### src/rtl/dpd_pkg.sv
// package for the device-specific diagnostic builder
// assumes a single 100 MHz clock domain and an Avalon-MM register bus
package dpd_pkg;
   // ---------------------------------------------------------------
   // section layout
   // ---------------------------------------------------------------
   localparam int            DPD_SECT_BYTES   = 10;
   localparam int            DPD_USER_BYTES   = 5;
   localparam logic [5:0]    DPD_LEN_FIELD    = 6'h0A;
   localparam logic [1:0]    DPD_CODE_FIELD   = 2'h0;
   localparam logic [7:0]    DPD_MSG_NONE     = 8'h00;
   localparam logic [7:0]    DPD_MSG_VALID    = 8'h40;
   localparam logic [7:0]    DPD_FAULT_FIRST  = 8'h12;
   localparam logic [7:0]    DPD_FAULT_LAST   = 8'h17;
   localparam logic [7:0]    DPD_STAT_IGNORE  = 8'h03;
   localparam int            DPD_STAT_VALID_B = 0;
   localparam int            DPD_STAT_DEL_B   = 1;
   // ---------------------------------------------------------------
   // register word offsets (byte addresses)
   // ---------------------------------------------------------------
   localparam logic [4:0]    DPD_OFS_STATUS   = 5'h00;
   localparam logic [4:0]    DPD_OFS_PAYLO    = 5'h04;
   localparam logic [4:0]    DPD_OFS_PAYHI    = 5'h08;
   localparam logic [4:0]    DPD_OFS_FAULT    = 5'h0C;
   localparam logic [4:0]    DPD_OFS_IRQ_STAT = 5'h10;
   localparam logic [4:0]    DPD_OFS_IRQ_EN   = 5'h14;
   localparam logic [4:0]    DPD_OFS_IRQ_CLR  = 5'h18;
   localparam logic [4:0]    DPD_OFS_MSG      = 5'h1C;
   localparam logic [31:0]   DPD_UNMAPPED     = 32'hDEADBEEF;
   localparam logic [7:0]    DPD_RST_BYTE     = 8'h00;
   // ---------------------------------------------------------------
   // types
   // ---------------------------------------------------------------
   typedef struct packed {
      logic [4:0]  address;
      logic        read;
      logic        write;
      logic [31:0] writedata;
      logic [3:0]  byteenable;
   } dpd_avm_req_s;
   typedef struct packed {
      logic [31:0] readdata;
      logic        waitrequest;
   } dpd_avm_rsp_s;
   typedef enum logic [1:0] {DPD_EV_DIAG, DPD_EV_DEL, DPD_EV_FAULT} dpd_ev_e;
   // the section is ten bytes, byte 0 first
   typedef logic [DPD_SECT_BYTES*8-1:0] dpd_sect_t;
   // fault code in range check, used by the top only
   function automatic logic dpd_is_fault(input logic [7:0] c);
      return (c >= DPD_FAULT_FIRST) && (c <= DPD_FAULT_LAST);
   endfunction
endpackage

### src/rtl/dpd_diag_top.sv
// device-specific diagnostic builder with Avalon-MM register access
// assumes one clock, synchronous inputs, master reads section on request
//
// What this block does
// - section is always ten bytes; length 001010 in bits 0..5 of byte 0
// - bits 6..7 of byte 0 hold fixed code 00
// - configuration faults reported as codes 12h..17h in message byte
// - no fault and payload released: message byte reads 40h
// - last five section bytes mirror the latest written user payload
// - six-byte block: status byte then five payload bytes
// - diagnostic starts only on a 0 to 1 change of status
// - status value 03h starts and deletes nothing, but is still stored
// - status bit 0 is payload validity; 1 starts a diagnostic
// - status bit 1 requests deletion; bits 2..7 reserved
// - section returned on master request and flagged on errors
//
// The implementer's own choices: the register offsets and the Avalon-MM register port.
`timescale 1ns/1ps
module dpd_diag_top
   import dpd_pkg::*;
(
   // clock and reset
   input  wire logic         clk,
   input  wire logic         reset_n,
   // avalon-mm slave
   input  dpd_pkg::dpd_avm_req_s avm_req,
   output dpd_pkg::dpd_avm_rsp_s avm_rsp,
   // fault detection from protocol side
   input  wire logic         fault_valid,
   input  wire logic [7:0]   fault_code,
   // diagnostic request from master side
   input  wire logic         diag_req,
   // diagnostic toward master
   output logic              diag_notify,
   output logic              sect_valid,
   output dpd_pkg::dpd_sect_t sect,
   // interrupt
   output logic              irq
);
   // ---------------------------------------------------------------
   // registers
   // ---------------------------------------------------------------
   logic [7:0]  status_r;
   logic [39:0] payload_r;
   logic [7:0]  fault_r;
   logic        released_r;
   logic [2:0]  irq_stat_r;
   logic [2:0]  irq_en_r;
   logic [7:0]  msg_r;
   logic [7:0]  msg_nxt;
   logic        rd_pend_r;
   logic [31:0] rdata_r;
   logic        notify_r;
   logic        sect_valid_r;
   logic        diag_start;
   logic        diag_delete;
   logic        stat_wr;
   logic        wr_acc;
   logic        fault_ev;
   logic [2:0]  ev_vec;
   // one write cycle is accepted at once; reads take one wait cycle
   assign wr_acc  = avm_req.write;
   assign stat_wr = wr_acc && (avm_req.address == DPD_OFS_STATUS)
                    && avm_req.byteenable[0];
   // one driver for the whole response word
   assign avm_rsp = '{readdata: rdata_r, waitrequest: avm_req.read && !rd_pend_r};
   // ---------------------------------------------------------------
   // edge detection on status writes
   // ---------------------------------------------------------------
   dpd_edge_detect u_edge (
      .clk         (clk),
      .reset_n     (reset_n),
      .sample      (stat_wr),
      .status      (avm_req.writedata[7:0]),
      .diag_start  (diag_start),
      .diag_delete (diag_delete)
   );
   // ---------------------------------------------------------------
   // status byte and payload block
   // ---------------------------------------------------------------
   // status written every update; bits 2..7 stored but carry no meaning
   always_ff @(posedge clk or negedge reset_n) begin
      if (!reset_n) begin
         status_r <= DPD_RST_BYTE;
      end else if (stat_wr) begin
         status_r <= avm_req.writedata[7:0];
      end
   end
   // payload bytes 1..5 of the block, byte enables honoured
   always_ff @(posedge clk or negedge reset_n) begin
      if (!reset_n) begin
         payload_r <= '0;
      end else if (wr_acc && avm_req.address == DPD_OFS_PAYLO) begin
         for (int i = 0; i < 4; i++) begin
            if (avm_req.byteenable[i]) begin
               payload_r[39-8*i -: 8] <= avm_req.writedata[8*i +: 8];
            end
         end
      end else if (wr_acc && avm_req.address == DPD_OFS_PAYHI
                   && avm_req.byteenable[0]) begin
         payload_r[7:0] <= avm_req.writedata[7:0];
      end
   end
   // ---------------------------------------------------------------
   // release and fault state
   // ---------------------------------------------------------------
   // release follows the valid edge; delete withdraws it
   always_ff @(posedge clk or negedge reset_n) begin
      if (!reset_n) begin
         released_r <= 1'b0;
      end else if (diag_start) begin
         released_r <= 1'b1;
      end else if (diag_delete) begin
         released_r <= 1'b0;
      end
   end
   // only codes in range are latched; others would be meaningless
   assign fault_ev = fault_valid && dpd_is_fault(fault_code);
   always_ff @(posedge clk or negedge reset_n) begin
      if (!reset_n) begin
         fault_r <= DPD_MSG_NONE;
      end else if (fault_ev) begin
         fault_r <= fault_code;
      end else if (wr_acc && avm_req.address == DPD_OFS_FAULT) begin
         fault_r <= DPD_MSG_NONE;
      end
   end
   // fault wins over the valid mark
   always_comb begin
      if (fault_r != DPD_MSG_NONE) begin
         msg_nxt = fault_r;
      end else if (released_r) begin
         msg_nxt = DPD_MSG_VALID;
      end else begin
         msg_nxt = DPD_MSG_NONE;
      end
   end
   always_ff @(posedge clk or negedge reset_n) begin
      if (!reset_n) begin
         msg_r <= DPD_MSG_NONE;
      end else begin
         msg_r <= msg_nxt;
      end
   end
   // ---------------------------------------------------------------
   // section assembly
   // ---------------------------------------------------------------
   dpd_sect_builder #(
      .USER_BYTES (DPD_USER_BYTES)
   ) u_build (
      .clk     (clk),
      .reset_n (reset_n),
      .msg     (msg_r),
      .payload (payload_r),
      .sect_r  (sect)
   );
   // ---------------------------------------------------------------
   // toward the master
   // ---------------------------------------------------------------
   // unsolicited notify on start or fault; delayed two cycles so it rises
   // with the new message byte in msg_r, one cycle before the section image holds it
   logic notify_d_r;
   always_ff @(posedge clk or negedge reset_n) begin
      if (!reset_n) begin
         notify_d_r <= 1'b0;
         notify_r   <= 1'b0;
      end else begin
         notify_d_r <= diag_start || fault_ev;
         notify_r   <= notify_d_r;
      end
   end
   assign diag_notify = notify_r;
   // answer to a master request one cycle later
   always_ff @(posedge clk or negedge reset_n) begin
      if (!reset_n) begin
         sect_valid_r <= 1'b0;
      end else begin
         sect_valid_r <= diag_req;
      end
   end
   assign sect_valid = sect_valid_r;
   // ---------------------------------------------------------------
   // interrupt status, enable, clear
   // ---------------------------------------------------------------
   assign ev_vec = {fault_ev, diag_delete, diag_start};
   // a new event in the clear cycle is kept: set wins
   always_ff @(posedge clk or negedge reset_n) begin
      if (!reset_n) begin
         irq_stat_r <= '0;
      end else begin
         irq_stat_r <= (irq_stat_r & ~((wr_acc && avm_req.address == DPD_OFS_IRQ_CLR)
                       ? avm_req.writedata[2:0] : 3'h0)) | ev_vec;
      end
   end
   always_ff @(posedge clk or negedge reset_n) begin
      if (!reset_n) begin
         irq_en_r <= '0;
      end else if (wr_acc && avm_req.address == DPD_OFS_IRQ_EN) begin
         irq_en_r <= avm_req.writedata[2:0];
      end
   end
   assign irq = |(irq_stat_r & irq_en_r);
   // ---------------------------------------------------------------
   // read path
   // ---------------------------------------------------------------
   // read data registered; answer comes one cycle after the request
   always_ff @(posedge clk or negedge reset_n) begin
      if (!reset_n) begin
         rd_pend_r <= 1'b0;
         rdata_r   <= '0;
      end else begin
         rd_pend_r <= avm_req.read && !rd_pend_r;
         if (avm_req.read && !rd_pend_r) begin
            unique case (avm_req.address)
               DPD_OFS_STATUS:   rdata_r <= {24'h0, status_r};
               DPD_OFS_PAYLO:    rdata_r <= {payload_r[7+8:8], payload_r[23:16],
                                             payload_r[31:24], payload_r[39:32]};
               DPD_OFS_PAYHI:    rdata_r <= {24'h0, payload_r[7:0]};
               DPD_OFS_FAULT:    rdata_r <= {24'h0, fault_r};
               DPD_OFS_IRQ_STAT: rdata_r <= {29'h0, irq_stat_r};
               DPD_OFS_IRQ_EN:   rdata_r <= {29'h0, irq_en_r};
               DPD_OFS_IRQ_CLR:  rdata_r <= 32'h0;
               DPD_OFS_MSG:      rdata_r <= {24'h0, msg_r};
               default:          rdata_r <= DPD_UNMAPPED;
            endcase
         end
      end
   end
   // ---------------------------------------------------------------
   // checks
   // ---------------------------------------------------------------
   valid_msg_a: assert property (@(posedge clk) disable iff (!reset_n)
      (released_r && fault_r == DPD_MSG_NONE) |=> msg_r == 8'h40)
      else $error("valid mark missing");
   fault_msg_a: assert property (@(posedge clk) disable iff (!reset_n)
      fault_ev |=> fault_r == $past(fault_code) ##1 msg_r == fault_r)
      else $error("fault code not reported");
   start_release_a: assert property (@(posedge clk) disable iff (!reset_n)
      diag_start |=> released_r)
      else $error("start did not release payload");
   notify_delay_a: assert property (@(posedge clk) disable iff (!reset_n)
      diag_start |-> ##2 diag_notify)
      else $error("notify not raised two cycles after start");
   payload_mirror_a: assert property (@(posedge clk) disable iff (!reset_n)
      reset_n |=> sect[39:0] == $past(payload_r))
      else $error("payload not mirrored");
   delete_clear_a: assert property (@(posedge clk) disable iff (!reset_n)
      (diag_delete && !diag_start) |=> !released_r)
      else $error("delete did not clear release");
   request_answer_a: assert property (@(posedge clk) disable iff (!reset_n)
      diag_req |=> sect_valid)
      else $error("request not answered");
   status_kept_a: assert property (@(posedge clk) disable iff (!reset_n)
      stat_wr |=> status_r == $past(avm_req.writedata[7:0]))
      else $error("status byte not stored");
   cov_start_c:  cover property (@(posedge clk) disable iff (!reset_n) diag_start);
   cov_delete_c: cover property (@(posedge clk) disable iff (!reset_n) diag_delete);
   cov_fault_c:  cover property (@(posedge clk) disable iff (!reset_n) fault_ev);
   cov_irq_c:    cover property (@(posedge clk) disable iff (!reset_n) irq);
endmodule

### src/rtl/dpd_edge_detect.sv
// rising edge detector for the diagnostic status byte
// assumes status is written synchronously on clk by the register file
`timescale 1ns/1ps
module dpd_edge_detect
   import dpd_pkg::*;
(
   // clock and reset
   input  wire logic       clk,
   input  wire logic       reset_n,
   // sampled status
   input  wire logic       sample,
   input  wire logic [7:0] status,
   // one-cycle events
   output logic            diag_start,
   output logic            diag_delete
);
   logic [7:0] prev_r;
   // ---------------------------------------------------------------
   // previous value of the status byte
   // ---------------------------------------------------------------
   // keep the last sampled value so a transition counts only once
   always_ff @(posedge clk or negedge reset_n) begin
      if (!reset_n) begin
         prev_r <= DPD_RST_BYTE;
      end else if (sample) begin
         prev_r <= status;
      end
   end
   logic ignored;
   assign ignored = (status == DPD_STAT_IGNORE);
   // valid bit 0->1 starts a diagnostic; delete bit 0->1 clears it
   assign diag_start  = sample && !ignored && status[DPD_STAT_VALID_B]
                        && !prev_r[DPD_STAT_VALID_B];
   assign diag_delete = sample && !ignored && status[DPD_STAT_DEL_B]
                        && !prev_r[DPD_STAT_DEL_B];
   // ---------------------------------------------------------------
   // checks
   // ---------------------------------------------------------------
   ignore_value_a: assert property (@(posedge clk) disable iff (!reset_n)
      (status == DPD_STAT_IGNORE) |-> !diag_start && !diag_delete)
      else $error("status 03 triggered an action");
   level_no_retrig_a: assert property (@(posedge clk) disable iff (!reset_n)
      (sample && $past(sample) && status[0] && $past(status[0]))
      |-> !diag_start)
      else $error("steady valid bit retriggered");
endmodule

### src/rtl/dpd_sect_builder.sv
// assembles the ten-byte device-specific diagnostic section
// assumes message and payload are registered by the caller
`timescale 1ns/1ps
module dpd_sect_builder
   import dpd_pkg::*;
#(
   parameter int USER_BYTES = DPD_USER_BYTES
)(
   // clock and reset
   input  wire logic                    clk,
   input  wire logic                    reset_n,
   // content
   input  wire logic [7:0]              msg,
   input  wire logic [USER_BYTES*8-1:0] payload,
   // section out, byte 0 in the top bits
   output dpd_sect_t                    sect_r
);
   // ---------------------------------------------------------------
   // registered section image
   // ---------------------------------------------------------------
   // header is constant; reserved bytes read zero
   always_ff @(posedge clk or negedge reset_n) begin
      if (!reset_n) begin
         sect_r <= '0;
      end else begin
         sect_r <= {DPD_CODE_FIELD, DPD_LEN_FIELD,
                    msg, 24'h000000, payload};
      end
   end
   // the release edge itself still loads zeros, so look only from the next edge
   header_fixed_a: assert property (@(posedge clk) disable iff (!reset_n)
      reset_n |=> sect_r[79:72] == 8'h0A)
      else $error("section header not 0A");
endmodule

### config.mk
export PLATFORM = sky130hd
export DESIGN_NAME = dpd_diag_top
export DESIGN_NICKNAME = d
export VERILOG_FILES = /design/src/rtl/dpd_pkg.sv /design/src/rtl/dpd_diag_top.sv /design/src/rtl/dpd_edge_detect.sv /design/src/rtl/dpd_sect_builder.sv
export SDC_FILE = /design/constraint.sdc
export NUM_CORES = 1
export LEC_CHECK = 0
export ABC_AREA = 1
export BUFFER_PORTS_ARGS = -buffer_cell sky130_fd_sc_hd__buf_2
export CELL_PAD_IN_SITES_DETAIL_PLACEMENT = 1
export CELL_PAD_IN_SITES_GLOBAL_PLACEMENT = 1
export CORE_UTILIZATION = 39
export CTS_CLUSTER_DIAMETER = 50
export DETAILED_ROUTE_END_ITERATION = 16
export GPL_TIMING_DRIVEN = 0
export PLACE_DENSITY_LB_ADDON = 0.1
export SLEW_MARGIN = 25
export SYNTH_ARGS = -nofsm -noshare
export SYNTH_HDL_FRONTEND = slang
export SYNTH_SLANG_ARGS = --single-unit
### constraint.sdc
create_clock -name clk -period 1.8 [get_ports clk]
set_clock_uncertainty 0.2 [all_clocks]
set_input_delay 0.36 -clock clk [delete_from_list [all_inputs] [get_ports clk]]
set_output_delay 0.36 -clock clk [all_outputs]
set_load 0.01 [all_outputs]
==> After elaboration in Yosys (flattened, before gate mapping) <==
Cells that the tools add are included.
{ "totals": {"register_bits": 156, "input_bits": 55, "out_inout_bits": 116, "wordCells": 71} }
{ "classes": {"magnitude_cmp": 2, "eq_ne": 8, "muxes": 8, "bitwise": 5, "reduce_logical": 31} }
{ "ops": {"columns": ["op", "n"], "rows": [
  ["$pmux W32 S8", 1],
  ["$mux W8", 3],
  ["$eq A5 B5 Y1 const B", 4],
  ["$logic_and A1 B1 Y1", 16],
  ["$eq A5 B4 Y1 const B", 2],
  ["$reduce_and A2 Y1", 5],
  ["$eq A8 B2 Y1 const B", 1],
  ["$ge A8 B5 Y1 const B", 1],
  ["$le A8 B5 Y1 const B", 1],
  ["$reduce_bool A8 Y1", 1],
  ["$mux W7", 1],
  ["$and A3 B3 Y3", 2],
  ["$eq A5 B3 Y1 const B", 1],
  ["$logic_not A5 Y1", 1],
  ["$logic_not A1 Y1", 4],
  ["$reduce_bool A2 Y1", 2],
  ["$mux W3", 1],
  ["$not A3 Y3", 1],
  ["$or A3 B3 Y3", 1],
  ["$reduce_or A3 Y1", 1],
  ["$mux W1", 2],
  ["$logic_or A1 B1 Y1", 1],
  ["$not A1 Y1", 1]
]} }

==> Longest topological paths before layout <==
Gate-level depths: netlist of run 1.
{ "depth": {"word_depth": 8, "depth_mapped": 9, "depth_no_buf": 8} }

==> By module <==
From an unflattened synthesis of run 1, not the netlist that was laid out.
{ "unflattened": {"cells_unflattened": 623, "hier_area_um2": 6189.7} }
{ "modules_own_cells": {"columns": ["module", "instances", "cells_each", "area_each_um2", "seq_area_each_um2"], "rows": [
  ["dpd_diag_top", 1, 521, 4590.7, 2677.6],
  ["dpd_sect_builder", 1, 82, 1466.4, 1226.2],
  ["dpd_edge_detect", 1, 20, 132.6, 50.0]
]} }

==> Worst setup path after synthesis of run 1 <==
Ideal clock, no wire load.
{ "synth_timing": {"path_kind": "input to output", "start": "input avm_req[37] (netlist bit)", "end": "output avm_rsp[0] (netlist bit)", "arrival_ns": 1.133, "setup_slack_ns": 0.107, "stages": 5, "cell_sequence": "inv_1 or2_2 buf_2 clkinv_1 buf_2"} }
{ "synth_rtl": {"columns": ["item", "line_no", "rtl"], "rows": [
  ["start: declaration", "dpd_diag_top.sv:26", "input dpd_pkg::dpd_avm_req_s avm_req,"],
  ["end: declaration", "dpd_diag_top.sv:27", "output dpd_pkg::dpd_avm_rsp_s avm_rsp,"]
]} }

==> Implementation_results.wiki, run 1 <==
{| class="wikitable"
! Metric !! Value
|-
| Cell Int Power || 0.00665 W
|-
| Most used flip-flop cell after synthesis || dfrtp_1
|-
| R2R Path Start || rd_pend_r
|-
| Antenna diode count || 0
|-
| Worst path cell trace || or2_4 -> clkinv_4 -> buf_6
|-
| Total number of yosys warnings || 0
|-
| Sink count of the clock tree || 156
|-
| Area share of the leading cell type in the synthesized netlist || 63.7%
|-
| Number of unique standard cell types used by synthesis || 27
|-
| Boundary pin count || 171
|-
| Kind of end point of the critical path || primary output
|-
| Post-synthesis async set-or-reset flop share || 100%
|-
| Overall die width || 127 µm
|-
| Half-perimeter wire length after detailed placement || 11800 µm
|-
| Max-cap violation count || 0
|-
| Met3 track demand over resource || 4.15%
|-
| Crit path largest cell delay || 0.36 ns
|-
| Total iterations of the first detailed-routing run || 4
|-
| Maximum buffer depth of the clock tree || 2
|-
| Switching part of the total || 26.9%
|-
| Cell at the root of the clock tree || clkbuf_16
|-
| RSZ-0062 raised after global routing || true
|-
| Std-Cell Core Area || 15300 µm²
|-
| Tot GR Track Use || 22.5%
|-
| Antenna violations before repair || 0
|-
| Number of hold-slack violations in the final timing report || 0
|-
| CTS Buf Count || 17
|-
| Core Rows || 45
|-
| Net switching power || 0.00245 W
|-
| DR DRC count || 0
|-
| Number of register bits inferred by synthesis || 156
|-
| Final cell count without fillers || 1047
|-
| PwrDens || 1120 nW/µm²
|-
| Worst-case register-to-register setup slack || 0.11 ns
|-
| Outcome || finished, final reports clean
|-
| Period Utilization, post-route || 98.3%
|-
| Portion of total power attributed to sequential cells || 47.5%
|-
| Count of final max-slew check failures || 0
|-
| Type of the worst setup path || reg2out
|-
| Largest cells by area after synthesis || dfrtp_1 (64%), nand2_1 (8.9%), buf_4 (3.8%)
|-
| Largest voltage drop on the vdd net || 0.677 mV
|-
| Most frequent cell after synthesis || dfrtp_1
|-
| Wire length of the first global-routing pass || 27300 µm
|-
| Leakage power summed over all cells || 4.21 nW
|-
| Vertical die dimension || 127 µm
|-
| Instance count after placement with tap cells included || 985
|-
| Worst Hold Margin || 0.0358 ns
|-
| Ratio of cells with drive above 1 in the final layout || 29.2%
|-
| Top post-synthesis cells by count || dfrtp_1 (156), nand2_1 (146), nor2_1 (56)
|-
| Cell area after placement || 7240 µm²
|-
| Crit start category || flop
|-
| Register area share after synthesis || 63.7%
|-
| Period minus WS final || 1.77 ns
|-
| Via count of the routed design || 4930
|-
| Die area || 16200 µm²
|-
| Total power || 0.00910 W
|-
| Area growth syn-to-layout || 33.1%
|-
| Timing endpoint of the critical path || avm_rsp[0]
|-
| Iter 0 DRT Violations || 212
|-
| Via/cell ratio || 4.71
|-
| Fin worst setup slack || 0.0313 ns
|-
| Post-synth EDFFs || 0
|-
| Portion of total power attributed to combinational logic || 13.2%
|-
| Initial Util || 40.1%
|-
| Average cell area after synthesis || 10.1 µm²
|-
| Met2 GRT Util || 39.0%
|-
| Number of H-tree branching levels || 4
|-
| Area of the multi-input gates || 1840 µm²
|-
| Setup-violating endpoint count in the final report || 0
|-
| Number of standard cells after synthesis || 604
|-
| Cell type contributing the most total cell area after synthesis || dfrtp_1
|-
| Critical path origin || rd_pend_r
|-
| Arrival time at the worst endpoint || 1.21 ns
|-
| Max frequency || 0.565 GHz
|-
| Required time worst endpoint || 1.24 ns
|-
| Post-route ant nets || 0
|-
| Fill count || 1728
|-
| GPL Wtd Cong || 0.831
|-
| Largest fanout on the critical path || 3
|-
| Fin area || 8150 µm²
|-
| Worst Setup Slack post-DPL || -0.367 ns
|-
| Detail-routed net length per standard cell || 16.4 µm
|-
| Clk slew on worst S/H paths || 0.06 ns
|-
| Clock latency on the worst-skew pair || 0.43 ns
|-
| Area of the mapped netlist || 6120 µm²
|-
| Count of input and output buffers || 140
|-
| Met1 global-route usage || 27.9%
|-
| Total detailed-routing wirelength || 17100 µm
|-
| Worst hold path class || in2reg
|-
| Clock tree from TritonCTS || yes
|-
| Slew HR || 66.5%
|-
| Overflow left after global routing || 0
|-
| Transition time at the pin with the least slew margin || 0.503 ns
|-
| Vias in the first global route || 5157
|-
| Cell with the largest stage delay on the worst path || dfrtp_1
|-
| Final nets || 878
|-
| Clk pwr share || 39.3%
|-
| Reg-to-reg endpoint || rdata_r[26]
|-
| Peak-usage layer in the global routing report || met2
|-
| Maximum number of pins on one net before global-route repair || 95
|-
| Depth of the worst register-to-register path || 7
|-
| Sequential standard cell area || 3900 µm²
|}
flip-flops by register name, indices dropped and copies added, names as in the netlist:
| name | count |
|---|---|
| diag_notify | 1 |
| fault_r | 8 |
| irq_en_r | 3 |
| irq_stat_r | 3 |
| msg_r | 8 |
| notify_d_r | 1 |
| payload_r | 40 |
| rd_pend_r | 1 |
| rdata_r | 32 |
| released_r | 1 |
| sect_valid | 1 |
| u_build.sect_r | 49 |
| u_edge.prev_r | 8 |
power by group through the flow:
stage	combinational [W]	sequential (W)	clock, W
2_1_floorplan	0.000471	0.00441	0
3_3_place_gp	0.00109	0.00436	0
3_5_place_dp	0.00114	0.00438	0
4_1_cts	0.00121	0.00432	0.00364
5_1_grt	0.00134	0.00439	0.00377
6_report	0.00120	0.00432	0.00358
area by class of cell:
class	count	area share [%]
Multi-Input combinational cell	383	22.6
Tap cell	211	3.24
Timing Repair Buffer	173	12.9
Clock buffer	21	5.77
Inverter	35	1.67
Buffer	57	4.45
Sequential cell	156	47.9
Clock inverter	11	1.41
how the worst min path moves through the flow:
stage | from | to | slack, ns | cells past startpoint
2_1_floorplan | reset_n | diag_notify | -0.14 | 0
4_1_cts | fault_code[2] | fault_r[2] | 0.02 | 3
3_3_place_gp | notify_d_r | diag_notify | 0.14 | 0
6_report | fault_code[2] | fault_r[2] | 0.04 | 3
3_5_place_dp | reset_n | sect_valid | 0.13 | 1
5_1_grt | fault_code[2] | fault_r[2] | 0.04 | 3
routing by layer:
metal | up-vias | share of wire, % | routed length (µm)
met1 | 2425 | 43 | 7420
met4 | 0 | 1.6 | 268
li1 | 2352 | - | -
met3 | 22 | 4.0 | 687
met5 | - | 0 | 0
met2 | 131 | 51 | 8760
kinds of logic (layout without fill, tap and decap cells):
logic type	after synthesis	in the layout	share of synthesized area, %
buffers and inverters	94	297	8.13
other	2	31	0.123
AND/OR/NAND/NOR	269	269	20.5
flip-flops	156	156	63.7
AO/OA/AOI/OAI	83	83	7.52
through the flow:
step           utilization [%]   TNS, ns
2_1_floorplan                -         0
3_3_place_gp              47.2   -326.04
3_5_place_dp              47.4     -9.90
4_1_cts                   53.4   -0.0597
5_1_grt                   53.4  -0.00344
6_report                  53.4         0
critical path: cells and delay by family, from the launching register on:
kind,cells,cell delay (ns)
buf+inv,2,0.16
simple gates,1,0.27
flops,1,0.36
placed cells by master (no fill, tap or decap), types with 4 or more instances in the layout:
master	synthesis	final
clkbuf_16	0	17
inv_1	32	32
buf_2	11	146
a21oi_1	25	25
nand3_1	16	16
dlygate4sd3_1	0	28
o21ai_0	43	43
clkbuf_1	15	16
o21ai_2	8	8
o31ai_1	6	6
nor2_1	56	55
nand2_1	146	146
clkinv_2	0	6
buf_6	2	4
nand4_1	35	35
conb_1	2	31
nor2_4	3	4
buf_4	31	35
dfrtp_1	156	156
what timing repair did:
action	CTS	global route
hold endpoints to repair	89	0
pin swaps	1	1
hold buffers	28	0
setup buffers	3	1
endpoints found under the setup margin	6	2
gates resized for setup	9	2
Power figures use the tool's default switching activity.
==> run 2, diff against run 1 <==
--- a/config.mk
+++ b/config.mk
@@ -5,11 +5,10 @@
 export SDC_FILE = /design/constraint.sdc
 export NUM_CORES = 1
 export LEC_CHECK = 0
-export ABC_AREA = 1
 export BUFFER_PORTS_ARGS = -buffer_cell sky130_fd_sc_hd__buf_2
 export CELL_PAD_IN_SITES_DETAIL_PLACEMENT = 1
 export CELL_PAD_IN_SITES_GLOBAL_PLACEMENT = 1
-export CORE_UTILIZATION = 39
+export CORE_UTILIZATION = 41
 export CTS_CLUSTER_DIAMETER = 50
 export DETAILED_ROUTE_END_ITERATION = 16
 export GPL_TIMING_DRIVEN = 0
==> constraint.sdc (replaced) <==
create_clock -name clk -period 1.9 [get_ports clk]
set_clock_uncertainty 0.2 [all_clocks]
set_input_delay 0.38 -clock clk [delete_from_list [all_inputs] [get_ports clk]]
set_output_delay 0.38 -clock clk [all_outputs]
set_load 0.01 [all_outputs]
==> run 2 against run 1 <==
Against the previous run: the run now ends with negative setup slack left; clock-buffer cell count rose by 6; sequential share of layout area up 0.70 points; non-clock buffer count up 1; register-to-register slack improved by 0.09 ns; synthesized cell count down 25%; worst hold slack worse by 0.014 ns; die area decreased by 6.9%; highest routed layer unchanged; design area decreased by 1.4%; global-route usage is 0.72 points lower.
==> Implementation_results.wiki, run 2 <==
{| class="wikitable"
! Metric !! Value
|-
| Overall die width || 123 µm (was 127 µm)
|-
| CTS Buf Count || 17 (unchanged)
|-
| Count of final max-slew check failures || 0 (unchanged)
|-
| Number of register bits inferred by synthesis || 156 (unchanged)
|-
| Detail-routed net length per standard cell || 17.4 µm (was 16.4 µm)
|-
| Antenna violations before repair || 0 (unchanged)
|-
| Fin area || 8030 µm² (was 8150 µm²)
|-
| Clock latency on the worst-skew pair || 0.42 ns (was 0.43 ns)
|-
| Period minus WS final || 1.95 ns
|-
| Post-synth EDFFs || 0 (unchanged)
|-
| Area growth syn-to-layout || 34.1% (was 33.1%)
|-
| Total number of yosys warnings || 0 (unchanged)
|-
| Antenna diode count || 0 (unchanged)
|-
| Tot GR Track Use || 21.7% (was 22.5%)
|-
| Area of the multi-input gates || 1850 µm² (was 1840 µm²)
|-
| Post-route ant nets || 0 (unchanged)
|-
| Area share of the leading cell type in the synthesized netlist || 65.2% (was 63.7%)
|-
| Failing checks || negative setup slack
|-
| Vertical die dimension || 123 µm (was 127 µm)
|-
| Worst hold path class || in2reg (unchanged)
|-
| Crit start category || flop (unchanged)
|-
| Total detailed-routing wirelength || 15200 µm (was 17100 µm)
|-
| Number of unique standard cell types used by synthesis || 47 (was 27)
|-
| Via count of the routed design || 4171 (was 4930)
|-
| Std-Cell Core Area || 14000 µm² (was 15300 µm²)
|-
| RSZ-0062 raised after global routing || true (unchanged)
|-
| Peak-usage layer in the global routing report || met2 (unchanged)
|-
| Arrival time at the worst endpoint || 1.37 ns (was 1.21 ns)
|-
| Largest voltage drop on the vdd net || 0.653 mV (was 0.677 mV)
|-
| Leakage power summed over all cells || 4.16 nW (was 4.21 nW)
|-
| Largest fanout on the critical path || 2 (was 3)
|-
| Cell at the root of the clock tree || clkbuf_16 (unchanged)
|-
| Total iterations of the first detailed-routing run || 4 (unchanged)
|-
| Initial Util || 42.6% (was 40.1%)
|-
| GPL Wtd Cong || 0.789 (was 0.831)
|-
| Vias in the first global route || 4374 (was 5157)
|-
| Register area share after synthesis || 65.2% (was 63.7%)
|-
| Overflow left after global routing || 0 (unchanged)
|-
| Number of H-tree branching levels || 4 (unchanged)
|-
| Slew HR || 59.2% (was 66.5%)
|-
| Maximum buffer depth of the clock tree || 2 (unchanged)
|-
| Count of input and output buffers || 138 (was 140)
|-
| Number of hold-slack violations in the final timing report || 0 (unchanged)
|-
| Met2 GRT Util || 35.6% (was 39.0%)
|-
| Wire length of the first global-routing pass || 23800 µm (was 27300 µm)
|-
| Met1 global-route usage || 27.7% (was 27.9%)
|-
| Most used flip-flop cell after synthesis || dfrtp_1 (unchanged)
|-
| Core Rows || 43 (was 45)
|-
| Clk slew on worst S/H paths || 0.06 ns (about the same)
|-
| Area of the mapped netlist || 5990 µm² (was 6120 µm²)
|-
| PwrDens || 1040 nW/µm² (was 1120 nW/µm²)
|-
| Largest cells by area after synthesis || dfrtp_1 (65%), mux2_2 (9.4%), buf_4 (4.0%) (was dfrtp_1 (64%), nand2_1 (8.9%), buf_4 (3.8%))
|-
| Final nets || 731 (was 878)
|-
| Top post-synthesis cells by count || dfrtp_1 (156), nor2_1 (53), mux2_2 (50) (was dfrtp_1 (156), nand2_1 (146), nor2_1 (56))
|-
| Number of standard cells after synthesis || 451 (was 604)
|-
| Post-synthesis async set-or-reset flop share || 100% (unchanged)
|-
| Commonest cells after routing, fill and taps aside || dfrtp_1 (156), buf_2 (143), nor2_1 (52) (was dfrtp_1 (156), nand2_1 (146), buf_2 (146))
|-
| Setup-violating endpoint count in the final report || 1 (was 0)
|-
| Clock tree from TritonCTS || yes (unchanged)
|-
| Half-perimeter wire length after detailed placement || 10200 µm (was 11800 µm)
|-
| Via/cell ratio || 4.80 (was 4.71)
|-
| Largest register FFs || 49 (unchanged)
|-
| Type of the worst setup path || reg2out (unchanged)
|-
| Kind of end point of the critical path || primary output (unchanged)
|-
| Reg with most FFs || u_build.sect_r (unchanged)
|-
| Leading cell type in the layout, fill and taps excluded || dfrtp_1 (unchanged)
|-
| Fill count || 1479 (was 1728)
|-
| Met3 track demand over resource || 5.02% (was 4.15%)
|-
| Final cell count without fillers || 869 (was 1047)
|-
| Outcome || complete, but fails checks (was finished, final reports clean)
|-
| Cell type contributing the most total cell area after synthesis || dfrtp_1 (unchanged)
|-
| Top flop regs || u_build.sect_r x49, payload_r x40, rdata_r x32 (unchanged)
|-
| Transition time at the pin with the least slew margin || 0.612 ns (was 0.503 ns)
|-
| Instance count after placement with tap cells included || 799 (was 985)
|-
| Worst Hold Margin || 0.0221 ns (was 0.0358 ns)
|-
| Worst Setup Slack post-DPL || -0.335 ns (was -0.367 ns)
|-
| Boundary pin count || 171 (unchanged)
|-
| Required time worst endpoint || 1.32 ns (was 1.24 ns)
|-
| Max-cap violation count || 0 (unchanged)
|-
| Cell area after placement || 7050 µm² (was 7240 µm²)
|-
| Sink count of the clock tree || 156 (unchanged)
|-
| Max frequency || 0.512 GHz
|-
| Period Utilization, post-route || 103%
|-
| Iter 0 DRT Violations || 180 (was 212)
|-
| Sequential standard cell area || 3900 µm² (unchanged)
|-
| Fin worst setup slack || -0.0545 ns (was 0.0313 ns)
|-
| Average cell area after synthesis || 13.3 µm² (was 10.1 µm²)
|-
| DR DRC count || 0 (unchanged)
|-
| Maximum number of pins on one net before global-route repair || 83 (was 95)
|-
| Die area || 15100 µm² (was 16200 µm²)
|-
| Most frequent cell after synthesis || dfrtp_1 (unchanged)
|-
| Ratio of cells with drive above 1 in the final layout || 42.4% (was 29.2%)
|}
==> run 2: changes by cell type after synthesis, moves of 4 or more <==
cell / previous run / this run
o31ai_1: 6 / 0
mux2i_1: 0 / 16
a21o_1: 0 / 4
a211oi_1: 0 / 4
nand2_1: 146 / 25
inv_1: 32 / 2
and2_1: 0 / 7
nand3_1: 16 / 8
o21ai_2: 8 / 0
o21ai_0: 43 / 2
mux2_2: 0 / 50
nand4_1: 35 / 0
==> run 2: timing repair <==
action	CTS	global route
buffers inserted	4	7
hold buffers	27	0
resized for setup	6	5
pin swaps	1	2
endpoints found under the setup margin	6	12
endpoints found under the hold margin	100	0
==> run 2: critical path, cell delays in order (launching register included) <==
cell and delay [ns]:
dfrtp_1 0.38, a222oi_1 0.36, inv_1 0.07, buf_2 0.14
==> run 2: final timing paths <==
| kind | start | endpoint | slack, ns | cells past startpoint |
|---|---|---|---|---|
| setup / recovery | irq_stat_r[2] | irq | -0.05 | 3 |
| hold / removal | avm_req[23] | payload_r[19] | 0.02 | 2 |
| setup reg to reg | rd_pend_r | rdata_r[25] | 0.20 | 6 |
| hold reg to reg | notify_d_r | diag_notify | 0.15 | 0 |
| max in group asynchronous | reset_n | u_edge.prev_r[6] | 0.39 | 3 |
| min in group asynchronous | reset_n | irq_en_r[1] | 0.31 | 2 |
==> run 2: area by class of cell <==
type / instances / area share, %
repair buffers: 177 / 13.5
clock buffers: 27 / 6.64
multi-input cells: 267 / 23.0
well taps: 180 / 2.80
inverters: 3 / 0.156
plain buffers: 54 / 4.55
clock inverters: 5 / 0.670
flip-flops and latches: 156 / 48.6
==> run 2: through the flow <==
stage / total power (W) / utilization (%) / setup TNS [ns]
finish: 0.00834 / 57.2 / -0.0545
CTS: 0.00839 / 56.7 / -0.0234
global route: 0.00869 / 57.2 / -0.118
global placement: 0.00494 / 49.9 / -319.86
detailed placement: 0.00499 / 50.2 / -19.16
floorplan: 0.00448 / - / 0
==> run 2: logic make-up after synthesis <==
kind of cell / count (synthesis) / synth area share (%)
simple gates: 118 / 10.4
compound gates: 49 / 5.56
other cells: 2 / 0.125
flops: 156 / 65.2
mux: 69 / 12.8
buf+inv: 57 / 5.87
==> run 2: report_power, final <==
group          internal (W)  switching, W  total (W)
Clock               0.00204       0.00127    0.00332
Sequential          0.00372      0.000223    0.00394
Combinational      0.000536      0.000546    0.00108
Total               0.00630       0.00204    0.00834
==> run 2: layer usage <==
layer / part of all wire [%] / vias up
met5: 0 / -
met4: 2.0 / 0
met3: 4.8 / 18
met2: 51 / 121
met1: 43 / 2111
li1: - / 1921
